===== src/rtl/line_monitor_pkg.sv =====
package line_monitor_pkg;

    // =========================================================
    // widths
    // =========================================================
    localparam int DATA_W          = 8;
    localparam int ADDR_W          = 8;
    localparam int SEL_W           = 3;
    localparam int NUM_TRANSISTORS = 6;
    localparam int MAG_W           = 6;
    localparam int SIGN_BIT        = 6;
    localparam int RESERVED_BIT    = 7;
    localparam int SYNC_DEPTH      = 2;

    // =========================================================
    // register offsets, all read-only
    // =========================================================
    localparam logic [ADDR_W-1:0] LINE_POWER_READOUT_OFS        = 8'h4D;
    localparam logic [ADDR_W-1:0] LOOP_VOLTAGE_READOUT_OFS      = 8'h4E;
    localparam logic [ADDR_W-1:0] LOOP_CURRENT_READOUT_OFS      = 8'h4F;
    localparam logic [ADDR_W-1:0] TIP_VOLTAGE_READOUT_OFS       = 8'h50;
    localparam logic [ADDR_W-1:0] RING_VOLTAGE_READOUT_OFS      = 8'h51;
    localparam logic [ADDR_W-1:0] BATTERY_VOLTAGE_READOUT_A_OFS = 8'h52;
    localparam logic [ADDR_W-1:0] BATTERY_VOLTAGE_READOUT_B_OFS = 8'h53;
    localparam logic [ADDR_W-1:0] DRIVE_CURRENT_READOUT_A_OFS   = 8'h54;

    // =========================================================
    // reset and fixed values
    // =========================================================
    localparam logic [DATA_W-1:0] READOUT_RESET = 8'h00;
    localparam logic [DATA_W-1:0] UNMAPPED_READ = 8'h00;
    localparam logic [MAG_W-1:0]  MAG_MAX       = 6'h3F;

    // =========================================================
    // power monitor select codes
    // =========================================================
    localparam logic [SEL_W-1:0] SEL_Q1 = 3'h0;
    localparam logic [SEL_W-1:0] SEL_Q2 = 3'h1;
    localparam logic [SEL_W-1:0] SEL_Q3 = 3'h2;
    localparam logic [SEL_W-1:0] SEL_Q4 = 3'h3;
    localparam logic [SEL_W-1:0] SEL_Q5 = 3'h4;
    localparam logic [SEL_W-1:0] SEL_Q6 = 3'h5;

    // =========================================================
    // code scales, applied by the analog path
    // =========================================================
    localparam real POWER_STEP_MW_WIDE   = 30.4;
    localparam real POWER_STEP_MW_NARROW = 3.62;
    localparam real LOOP_V_STEP_V        = 1.5;
    localparam real LOOP_V_MAX_V         = 94.5;
    localparam real LOOP_I_STEP_MA       = 1.25;
    localparam real LOOP_I_MAX_MA        = 78.75;
    localparam real LINE_V_STEP_V        = 0.376;
    localparam real DRIVE_I_STEP_MA      = 0.319;

    // =========================================================
    // carriers
    // =========================================================
    typedef struct packed {
        logic [ADDR_W-1:0] addr;
        logic [DATA_W-1:0] wdata;
        logic              wr;
        logic              rd;
    } reg_req_t;

    // loop voltage and current arrive signed, in magnitude steps
    typedef struct packed {
        logic [NUM_TRANSISTORS-1:0][DATA_W-1:0] power;
        logic [DATA_W-1:0]                      loop_voltage;
        logic [DATA_W-1:0]                      loop_current;
        logic [DATA_W-1:0]                      tip_voltage;
        logic [DATA_W-1:0]                      ring_voltage;
        logic [DATA_W-1:0]                      battery_voltage;
        logic [DATA_W-1:0]                      drive_current_a;
        logic [DATA_W-1:0]                      extended_bias_current;
    } meas_t;

endpackage


===== src/rtl/meas_sync.sv =====
`timescale 1ns/10ps
module meas_sync
    import line_monitor_pkg::*;
#(
    parameter int WIDTH = 8,
    parameter int DEPTH = SYNC_DEPTH
) (
    input  wire logic             clk,
    input  wire logic             rst,
    input  wire logic [WIDTH-1:0] d,
    output logic      [WIDTH-1:0] q
);

    // =========================================================
    // elaboration checks
    // =========================================================
    if (DEPTH < 2) begin : g_bad_depth
        $error("meas_sync needs at least two stages");
    end

    // =========================================================
    // synchroniser chain
    // =========================================================
    // the analog path samples asynchronously; values are settled codes,
    // so a bus of flops is enough and a torn code lasts one cycle only
    logic [DEPTH-1:0][WIDTH-1:0] stage;

    always_ff @(posedge clk) begin
        if (rst) begin
            stage <= '0;
        end else begin
            stage[0] <= d;
            for (int i = 1; i < DEPTH; i++) begin
                stage[i] <= stage[i-1];
            end
        end
    end

    assign q = stage[DEPTH-1];

endmodule


===== src/rtl/line_monitor_readback.sv =====
// Decided for this implementation: the strobed register port.
`timescale 1ns/10ps
// Summary of operation
// RULE_01: line power readout follows the transistor picked by the select field.
// RULE_02: q1, q2, q5, q6 power codes run 0x00 to 0xFF at 30.4 mW per step.
// RULE_03: q3 and q4 power codes run from 0x00 at 3.62 mW per step.
// RULE_04: loop voltage bit 6 is 0 for tip above ring, 1 for below.
// RULE_05: loop voltage bits 5:0 give magnitude, 1.5 V steps, up to 94.5 V.
// RULE_06: loop current bit 6 is 0 forward, 1 reverse.
// RULE_07: loop current bits 5:0 give magnitude, 1.25 mA steps, to 78.75 mA.
// RULE_08: tip readout gives live tip voltage, 0x00 at zero, .376 V per step.
// RULE_09: ring readout gives live ring voltage, 0x00 at zero, .376 V per step.
// RULE_10: two battery readouts each give live battery voltage at .376 V per step.
// RULE_11: drive current readout gives live q1 current at .319 mA per step.
// RULE_12: with extended bias enabled, the added bias current is left out.
// RULE_13: select codes 000 to 101 pick q1 to q6; 110 and 111 undefined.
// RULE_14: reserved bit 7 of loop readouts reads zero; writes change nothing.
module line_monitor_readback
    import line_monitor_pkg::*;
(
    input  wire logic              clk,
    input  wire logic              rst,
    input  wire reg_req_t          req,
    output logic      [DATA_W-1:0] rdata,
    input  wire meas_t             meas,
    input  wire logic [SEL_W-1:0]  power_monitor_select,
    input  wire logic              extended_bias_enable
);

    // =========================================================
    // measurement crossing
    // =========================================================
    // every analog sample passes two flops before any logic reads it
    meas_t meas_s;
    meas_t meas_in;

    assign meas_in = meas;

    meas_sync #(
        .WIDTH ($bits(meas_t)),
        .DEPTH (SYNC_DEPTH)
    ) u_meas_sync (
        .clk (clk),
        .rst (rst),
        .d   (meas_in),
        .q   (meas_s)
    );

    // =========================================================
    // readout registers
    // =========================================================
    logic [DATA_W-1:0] line_power_readout;
    logic [DATA_W-1:0] loop_voltage_readout;
    logic [DATA_W-1:0] loop_current_readout;
    logic [DATA_W-1:0] tip_voltage_readout;
    logic [DATA_W-1:0] ring_voltage_readout;
    logic [DATA_W-1:0] battery_voltage_readout_a;
    logic [DATA_W-1:0] battery_voltage_readout_b;
    logic [DATA_W-1:0] drive_current_readout_a;

    logic [DATA_W-1:0] next_line_power;
    logic [DATA_W-1:0] next_drive_current;
    logic [DATA_W-1:0] next_rdata;

    // =========================================================
    // power monitor selection
    // =========================================================
    // the select value comes from the neighbouring config register on
    // this clock, so it is used directly; undefined codes report zero
    logic                     sel_valid;
    logic [DATA_W-1:0]        selected_power;
    logic                     sel_narrow_range;

    assign sel_valid = (power_monitor_select <= SEL_Q6);                  // [RULE_13]
    // the analog path scales each channel; q3/q4 run on the fine step
    assign sel_narrow_range = (power_monitor_select == SEL_Q3) ||
                              (power_monitor_select == SEL_Q4);          // [RULE_03]
    assign selected_power = sel_valid ?
                            meas_s.power[power_monitor_select] : READOUT_RESET; // [RULE_01]
    // code passes through unchanged, full 0x00..0xFF span for either range
    assign next_line_power = selected_power;                              // [RULE_02]

    // =========================================================
    // loop sign and magnitude
    // =========================================================
    // both loop channels share one conversion: sign from the signed
    // sample, magnitude saturated at the six-bit ceiling
    logic [1:0][DATA_W-1:0] loop_raw;
    logic [1:0][DATA_W-1:0] loop_code;

    assign loop_raw[0] = meas_s.loop_voltage;
    assign loop_raw[1] = meas_s.loop_current;

    for (genvar g = 0; g < 2; g++) begin : g_loop
        logic              neg;
        logic [DATA_W-1:0] abs_val;
        logic [MAG_W-1:0]  mag;

        assign neg     = loop_raw[g][DATA_W-1];                           // [RULE_04] [RULE_06]
        assign abs_val = neg ? DATA_W'(~loop_raw[g] + 8'h01) : loop_raw[g];
        // saturate rather than wrap so an overload never reads small
        assign mag     = (abs_val > DATA_W'(MAG_MAX)) ?
                         MAG_MAX : abs_val[MAG_W-1:0];                    // [RULE_05] [RULE_07]
        assign loop_code[g] = {1'b0, neg, mag};                           // [RULE_14]
    end

    // =========================================================
    // drive current with bias excluded
    // =========================================================
    // subtraction floors at zero; a bias estimate above the sensed
    // current would otherwise wrap to a huge reading
    logic bias_exceeds;

    assign bias_exceeds       = meas_s.extended_bias_current > meas_s.drive_current_a;
    assign next_drive_current = !extended_bias_enable ? meas_s.drive_current_a :
                                bias_exceeds ? READOUT_RESET :
                                DATA_W'(meas_s.drive_current_a -
                                        meas_s.extended_bias_current);    // [RULE_12]

    // =========================================================
    // live update
    // =========================================================
    // readouts refresh every cycle; bus writes never reach them
    always_ff @(posedge clk) begin
        if (rst) begin
            line_power_readout        <= READOUT_RESET;
            loop_voltage_readout      <= READOUT_RESET;
            loop_current_readout      <= READOUT_RESET;
            tip_voltage_readout       <= READOUT_RESET;
            ring_voltage_readout      <= READOUT_RESET;
            battery_voltage_readout_a <= READOUT_RESET;
            battery_voltage_readout_b <= READOUT_RESET;
            drive_current_readout_a   <= READOUT_RESET;
        end else begin
            line_power_readout        <= next_line_power;                 // [RULE_01]
            loop_voltage_readout      <= loop_code[0];                    // [RULE_05]
            loop_current_readout      <= loop_code[1];                    // [RULE_07]
            tip_voltage_readout       <= meas_s.tip_voltage;              // [RULE_08]
            ring_voltage_readout      <= meas_s.ring_voltage;             // [RULE_09]
            battery_voltage_readout_a <= meas_s.battery_voltage;          // [RULE_10]
            battery_voltage_readout_b <= meas_s.battery_voltage;          // [RULE_10]
            drive_current_readout_a   <= next_drive_current;              // [RULE_11]
        end
    end

    // =========================================================
    // register read port
    // =========================================================
    // write strobes are decoded nowhere: every register here is read-only
    logic hit_power;
    logic hit_lv;
    logic hit_lc;
    logic hit_tip;
    logic hit_ring;
    logic hit_bat_a;
    logic hit_bat_b;
    logic hit_drive;

    assign hit_power = (req.addr == LINE_POWER_READOUT_OFS);
    assign hit_lv    = (req.addr == LOOP_VOLTAGE_READOUT_OFS);
    assign hit_lc    = (req.addr == LOOP_CURRENT_READOUT_OFS);
    assign hit_tip   = (req.addr == TIP_VOLTAGE_READOUT_OFS);
    assign hit_ring  = (req.addr == RING_VOLTAGE_READOUT_OFS);
    assign hit_bat_a = (req.addr == BATTERY_VOLTAGE_READOUT_A_OFS);
    assign hit_bat_b = (req.addr == BATTERY_VOLTAGE_READOUT_B_OFS);
    assign hit_drive = (req.addr == DRIVE_CURRENT_READOUT_A_OFS);

    // read data stand only in the cycle after the strobe, zero otherwise
    assign next_rdata = !req.rd  ? UNMAPPED_READ :
                        hit_power ? line_power_readout :
                        hit_lv    ? loop_voltage_readout :
                        hit_lc    ? loop_current_readout :
                        hit_tip   ? tip_voltage_readout :
                        hit_ring  ? ring_voltage_readout :
                        hit_bat_a ? battery_voltage_readout_a :
                        hit_bat_b ? battery_voltage_readout_b :
                        hit_drive ? drive_current_readout_a :
                        UNMAPPED_READ;                                    // [RULE_14]

    always_ff @(posedge clk) begin
        if (rst) begin
            rdata <= UNMAPPED_READ;
        end else begin
            rdata <= next_rdata;
        end
    end

    logic past_valid;

    always_ff @(posedge clk) begin
        if (rst) begin
            past_valid <= 1'b0;
        end else begin
            past_valid <= 1'b1;
        end
    end
endmodule


===== config.mk =====
export PLATFORM = sky130hd
export DESIGN_NAME = line_monitor_readback
export DESIGN_NICKNAME = d
export VERILOG_FILES = /design/src/rtl/line_monitor_pkg.sv /design/src/rtl/meas_sync.sv /design/src/rtl/line_monitor_readback.sv
export SDC_FILE = /design/constraint.sdc
export NUM_CORES = 1
export LEC_CHECK = 0
export BUFFER_PORTS_ARGS = -buffer_cell sky130_fd_sc_hd__buf_2
export CORE_UTILIZATION = 55
export DETAILED_ROUTE_END_ITERATION = 12
export PLACE_DENSITY = 0.86
export SLEW_MARGIN = 10
export SYNTH_ARGS = -nofsm -noshare
export SYNTH_HDL_FRONTEND = slang
export SYNTH_SLANG_ARGS = --single-unit

===== constraint.sdc =====
create_clock -name clk -period 5.9 [get_ports clk]
set_input_delay 0.59 -clock clk [delete_from_list [all_inputs] [get_ports clk]]
set_output_delay 0.59 -clock clk [all_outputs]
set_load 0.01 [all_outputs]

==> impl_metrics.yaml, run 1 <==
setup_path:
  cp-end-kind: "register"
  critPathRequiredTime_ps: 6290
  path_max_fanout: 5
  criticalPathCategory: "register to register"
  cp.arrival_ps: 2580
  critPathLaunchType: "register"
job:
  cap_violations: 0
logic_synthesis:
  synth_edf_count: 0
  yosys.cell_types.count: 51
  synth_cells: 791
  synth_area_um2: 8780
  syn-num-nets: 930
  ys_warn_count: 0
  synth.area.mux_share_pct: 4.22
  syn_area_per_cell_um2: 11.1
  synth.area.top_cells: "dfxtp_1, nor2b_1, mux4_2"
  synth_xor_area_share_pct: 0.997
  synthAdderAreaFrac_pct: 1.65
  synth-seq-cells: 270
  async_flop_share_pct: 0
  synth_ff_type: "dfxtp_1"
  synth_common_cells: "dfxtp_1, nor2b_1, clkbuf_1"
  synth_most_common_cell: "dfxtp_1"
  yosysSeqAreaShare_pct: 61.5
  synth_top_family_by_area: "simple AND/OR/NAND/NOR gates"
  synth_top_area_share_pct: 61.5
  synth_top_area_cell: "dfxtp_1"
  synth-simple-area-share_pct: 22.1
  synth-compound-area-share_pct: 6.89
run_status:
  outcome: "completed"
detailed_routing:
  wl_per_cell_um: 13.1
  post-route-drc-count: 0
  drt_iter0_markers: 257
  ant_nets: 0
  num_vias: 5405
  avgViaCountPerCell: 4.77
  firstDrtPassIters: 4
  routed_wl_um: 14900
power:
  p_sw_mw: 0.768
  p_int_mw: 3.11
  p_clk_share_pct: 44.7
  comb_power_share_pct: 5.5
  power_density_nw_per_um2: 371
  p_leak_nw: 4.30
  seq_power_share_pct: 49.7
  ir_drop_uv: 241
  sw_frac_of_total_pct: 19.8
sta:
  totalNegativeSetupSlack_ps: 0
  finalCriticalPeriod_ps: 2190
  hold_violations: 0
  fmax_mhz: 457
  final_max_slew_viol_count: 0
  slew-limit-headroom_pct: 29.5
  final-setup-viol-count: 0
  timing.final.crit_share_pct: 37.1
  hold_ws_ps: 274
  worst_pin_slew_ps: 1060
  finalClockSkew_ps: 13.6
  rsz0062_at_grt: "no"
cts:
  htreeDepth: 1
  clockRootBuffer: "clkbuf_16"
  cts_tree: "done"
  cts_resized: 0
  clk_path_buf_depth: 3
  ctsHoldBuffers: 0
  numCtsBuffers: 26
  postCtsSetupRepairBufs: 0
  clock_latency_ps: 520
  clkTransAtPathRegs_ps: 60
  cts.sinks: 270
global_routing:
  grt_usage_pct: 18.2
  grt_max_degree: 156
  grt_pass1_wl_um: 23600
  overflow: 0
  first_global_vias: 5083
  antenna_found_initial: 0
placed_design:
  dp_hpwl_um: 9930
  io_buffers: 126
  place_congestion: 0.819
hold_path:
  hold_class: "primary input to register"
layout:
  drive_gt1_share_pct: 21.0
  nets: 1042
  area_growth_pct: 19.0
floorplan:
  dieArea_um2: 16500
  initial_core_util_pct: 57.1
  coreArea_um2: 15400
  die_w_um: 128
  fp-row-count: 45
  fp.dieH_um: 128
  ioPinCount: 136
==> critical path, stage by stage (launching register included) <==
cell      delay (ps)
dfxtp_1          310
inv_1             40
ha_1             330
and2_1           190
a221oi_1         390
a21oi_1          150
or4b_1           550
o311ai_1         110
==> cells by family after synthesis <==
group,Yosys count
DFF,270
xor gates and xnor gates,10
buffers and inverters,60
AOI/OAI and AO/OA,89
muxes,26
and+or+nand+nor,325
adders and majority gates,11
==> layout by cell type (no fill, tap or decap), types with 5 or more instances in the layout <==
cell type    n
dfxtp_1    270
nor2b_1    240
buf_2      125
a21oi_1     35
nor2_1      26
clkbuf_16   26
nand2_1     19
inv_1       16
mux2i_1     10
ha_1        10
clkbuf_1     9
mux4_2       8
mux2_2       8
a22oi_1      8
o21ai_0      7
a21o_1       7
nor3_1       6
nand2b_1     6
or2_2        6
xnor2_1      5
xor2_1       5
o221a_2      5
bufinv_16    5
clkbuf_8     5
==> path summary, 6_finish.rpt <==
check	from	to	slack, ps	depth (start not counted)
hold reg to reg	u_meas_sync.stage[3]	u_meas_sync.q[3]	430	1
setup / recovery	u_meas_sync.q[3]	drive_current_readout_a[7]	3710	7
hold / removal	meas[57]	u_meas_sync.stage[57]	270	2
setup reg to reg	u_meas_sync.q[3]	drive_current_readout_a[7]	3710	7
==> state kept, by name (all words and copies together), names as in the netlist <==
signal	flops
drive_current_readout_a	8
ring_voltage_readout	8
rdata	8
battery_voltage_readout_b	8
line_power_readout	8
tip_voltage_readout	8
loop_voltage_readout	7
u_meas_sync.q	104
loop_current_readout	7
u_meas_sync.stage	104
==> per-layer routing <==
metal	track usage, %	routed length [um]	vias to the layer above
met5	0	0	-
met4	5.67	366	0
met3	3.70	800	29
met2	31.3	6980	141
met1	23.2	6740	2442
li1	-	-	2793
==> power by group through the flow <==
stage               registers (mW)  clock network [mW]  logic (mW)
finish                        1.93                1.74       0.214
detailed placement            1.97                   0       0.214
floorplan                     1.96                   0       0.152
CTS                           1.93                1.77       0.216
global placement              1.97                   0       0.209
global route                  1.94                1.85       0.239
==> layout make-up <==
cell class,instances,area [um2]
Antenna cell,1,2.50
Multi-Input combinational cell,461,3150
Clock inverter,7,171
Sequential cell,270,5410
Fill cell,1122,4920
Timing Repair Buffer,127,644
Clock buffer,40,753
Tap cell,211,264
Inverter,17,63.8
==> stage by stage <==
stage | instances | setup WS [ps] | util [%] | power [mW] | instance area (um2)
after global routing | 1133 | 3450 | 68.0 | 4.03 | 10500
after floorplan | 791 | 3960 | - | 2.11 | 8780
final | 1134 | 3710 | 68.0 | 3.88 | 10500
after detailed placement | 1086 | 3290 | 62.0 | 2.18 | 9530
after CTS | 1133 | 3710 | 68.0 | 3.91 | 10500
after global placement | 1086 | 3290 | 62.0 | 2.18 | 9530
Note: power is estimated with default switching activity, not from simulation.
==> run 2, diff against run 1 <==
CORE_UTILIZATION = 50   (was 55)
PLACE_DENSITY = 0.82   (was 0.86)
clock period = 1.8 ns   (was 5.9 ns; I/O delays follow)
==> run 2 against run 1 <==
Cell count rose by 13%; fmax is 13% higher; hold slack got worse by 190 ps; first-iteration DRC count up 22%; combinational power increased to 5.0 times the previous value; sequential power rose to 3.3 times the previous value; clock-buffer cell count unchanged; routed wire length up 39%; the run now ends with setup timing left; worst setup slack got worse by 3800 ps; critical path type unchanged; final area increased by 13%.
==> impl_metrics.yaml, run 2 (same netlist as run 1, synthesis figures left out) <==
sta:
  postLayoutSetupSlackWorst_ps: -137
  rsz0062_at_grt: "yes"
  finalClockSkew_ps: 11.9
  final_max_slew_viol_count: 0
  finalCriticalPeriod_ps: 1940
  slew-limit-headroom_pct: 66.4
  hold_ws_ps: 82.3
  timing.final.crit_share_pct: 108
  worst_pin_slew_ps: 504
  final-setup-viol-count: 4
  fmax_mhz: 516
  hold_violations: 0
cts:
  clockRootBuffer: "clkbuf_16"
  htreeDepth: 1
  cts.sinks: 270
  cts_tree: "done"
  numCtsBuffers: 27
  clk_path_buf_depth: 3
  clock_latency_ps: 520
  clkTransAtPathRegs_ps: 60
floorplan:
  coreArea_um2: 17200
  dieArea_um2: 18100
  die_w_um: 135
  fp-row-count: 48
  fp.dieH_um: 135
  ioPinCount: 136
  initial_core_util_pct: 51.0
power:
  sw_frac_of_total_pct: 22.1
  p_clk_share_pct: 41.8
  power_density_nw_per_um2: 1070
  comb_power_share_pct: 8.4
  seq_power_share_pct: 49.8
  p_int_mw: 9.91
  p_leak_nw: 4.88
  ir_drop_uv: 907
  p_sw_mw: 2.82
detailed_routing:
  drt_iter0_markers: 313
  post-route-drc-count: 0
  avgViaCountPerCell: 4.79
  routed_wl_um: 20700
  ant_nets: 0
  num_vias: 6151
  firstDrtPassIters: 4
  wl_per_cell_um: 16.1
layout:
  drive_gt1_share_pct: 24.5
  layout_commonest_cell: "dfxtp_1"
  area_growth_pct: 35.0
  nets: 1175
  fin_util_pct: 68.8
  layout_common_cells: "dfxtp_1, nor2b_1, buf_2"
run_status:
  violations: "setup timing"
  outcome: "complete, but fails checks"
setup_path:
  crit_path_cell_trace: "inv_2 -> ha_4 -> inv_2 -> fa_2 -> a211oi_2 -> o21a_2 -> nor2_4 -> buf_4 -> buf_6 -> o21ai_2 -> a21oi_1"
  path_common_cell: "inv_2"
  path_max_fanout: 4
  cp.arrival_ps: 2320
  criticalPathCategory: "register to register"
  crit_buf_inv: 4
  cp_slowest_cell: "fa_2"
  critPathLaunchType: "register"
  crit_family: "compound AO/OA/AOI/OAI gates"
  critPathRequiredTime_ps: 2180
  cp_slowest_stage_delay_ps: 340
  cp-end-kind: "register"
  rrSetupSlack_ps: -140
global_routing:
  grt_usage_pct: 22.4
  antenna_found_initial: 1
  overflow: 0
  first_global_vias: 6466
  grt_pass1_wl_um: 31700
  grt_max_degree: 106
hold_path:
  hold_class: "primary input to register"
placed_design:
  dp_hpwl_um: 10600
  place_congestion: 0.858
  io_buffers: 126
job:
  cap_violations: 0
==> run 2: final timing paths <==
kind                              start                    endpoint  cells after the start
setup / recovery       u_meas_sync.q[8]  drive_current_readout_a[5]                     11
setup reg to reg       u_meas_sync.q[8]  drive_current_readout_a[5]                     11
hold / removal                      rst        u_meas_sync.stage[6]                      2
hold reg to reg   u_meas_sync.stage[32]           u_meas_sync.q[32]                      1
==> run 2: repair_timing <==
action,in CTS,in global routing
gates cloned,1,0
pin swaps,8,8
buffers inserted,3,5
hold buffers,104,0
gates resized for setup,3,21
hold endpoints to repair,104,0
setup endpoints to repair,4,7
==> run 2: metrics by stage <==
stage	setup WS (ps)	total power, mW	TNS (ps)	instance area, um2	cells
global route	-195	13.2	-906	11900	1283
finish	-137	12.7	-423	11900	1283
global placement	-61.4	7.20	-122	9780	1119
floorplan	0.0264	6.94	0	8850	791
CTS	-60.0	12.6	-115	11700	1277
detailed placement	-125	7.23	-303	9780	1119
==> run 2: metal layers <==
metal	GRT usage (%)	vias up	part of all wire (%)
met2	42.3	191	53
li1	-	3058	-
met3	3.90	58	4.5
met1	24.7	2842	39
met4	9.24	2	3.4
met5	0	-	0.053
==> run 2: final cells by class <==
class | count | area, um2
Timing Repair Buffer | 258 | 1920
Tap cell | 225 | 282
Fill cell | 1133 | 5380
Clock buffer | 40 | 795
Antenna cell | 1 | 2.50
Sequential cell | 270 | 5410
Inverter | 17 | 63.8
Multi-Input combinational cell | 462 | 3330
Clock inverter | 10 | 62.6
==> run 2: power by group through the flow <==
stage | Sequential [mW] | Combinational, mW | Clock [mW]
after floorplan | 6.42 | 0.514 | 0
after global placement | 6.45 | 0.755 | 0
after detailed placement | 6.46 | 0.771 | 0
after CTS | 6.33 | 0.972 | 5.31
after global routing | 6.36 | 1.16 | 5.64
final | 6.34 | 1.07 | 5.32
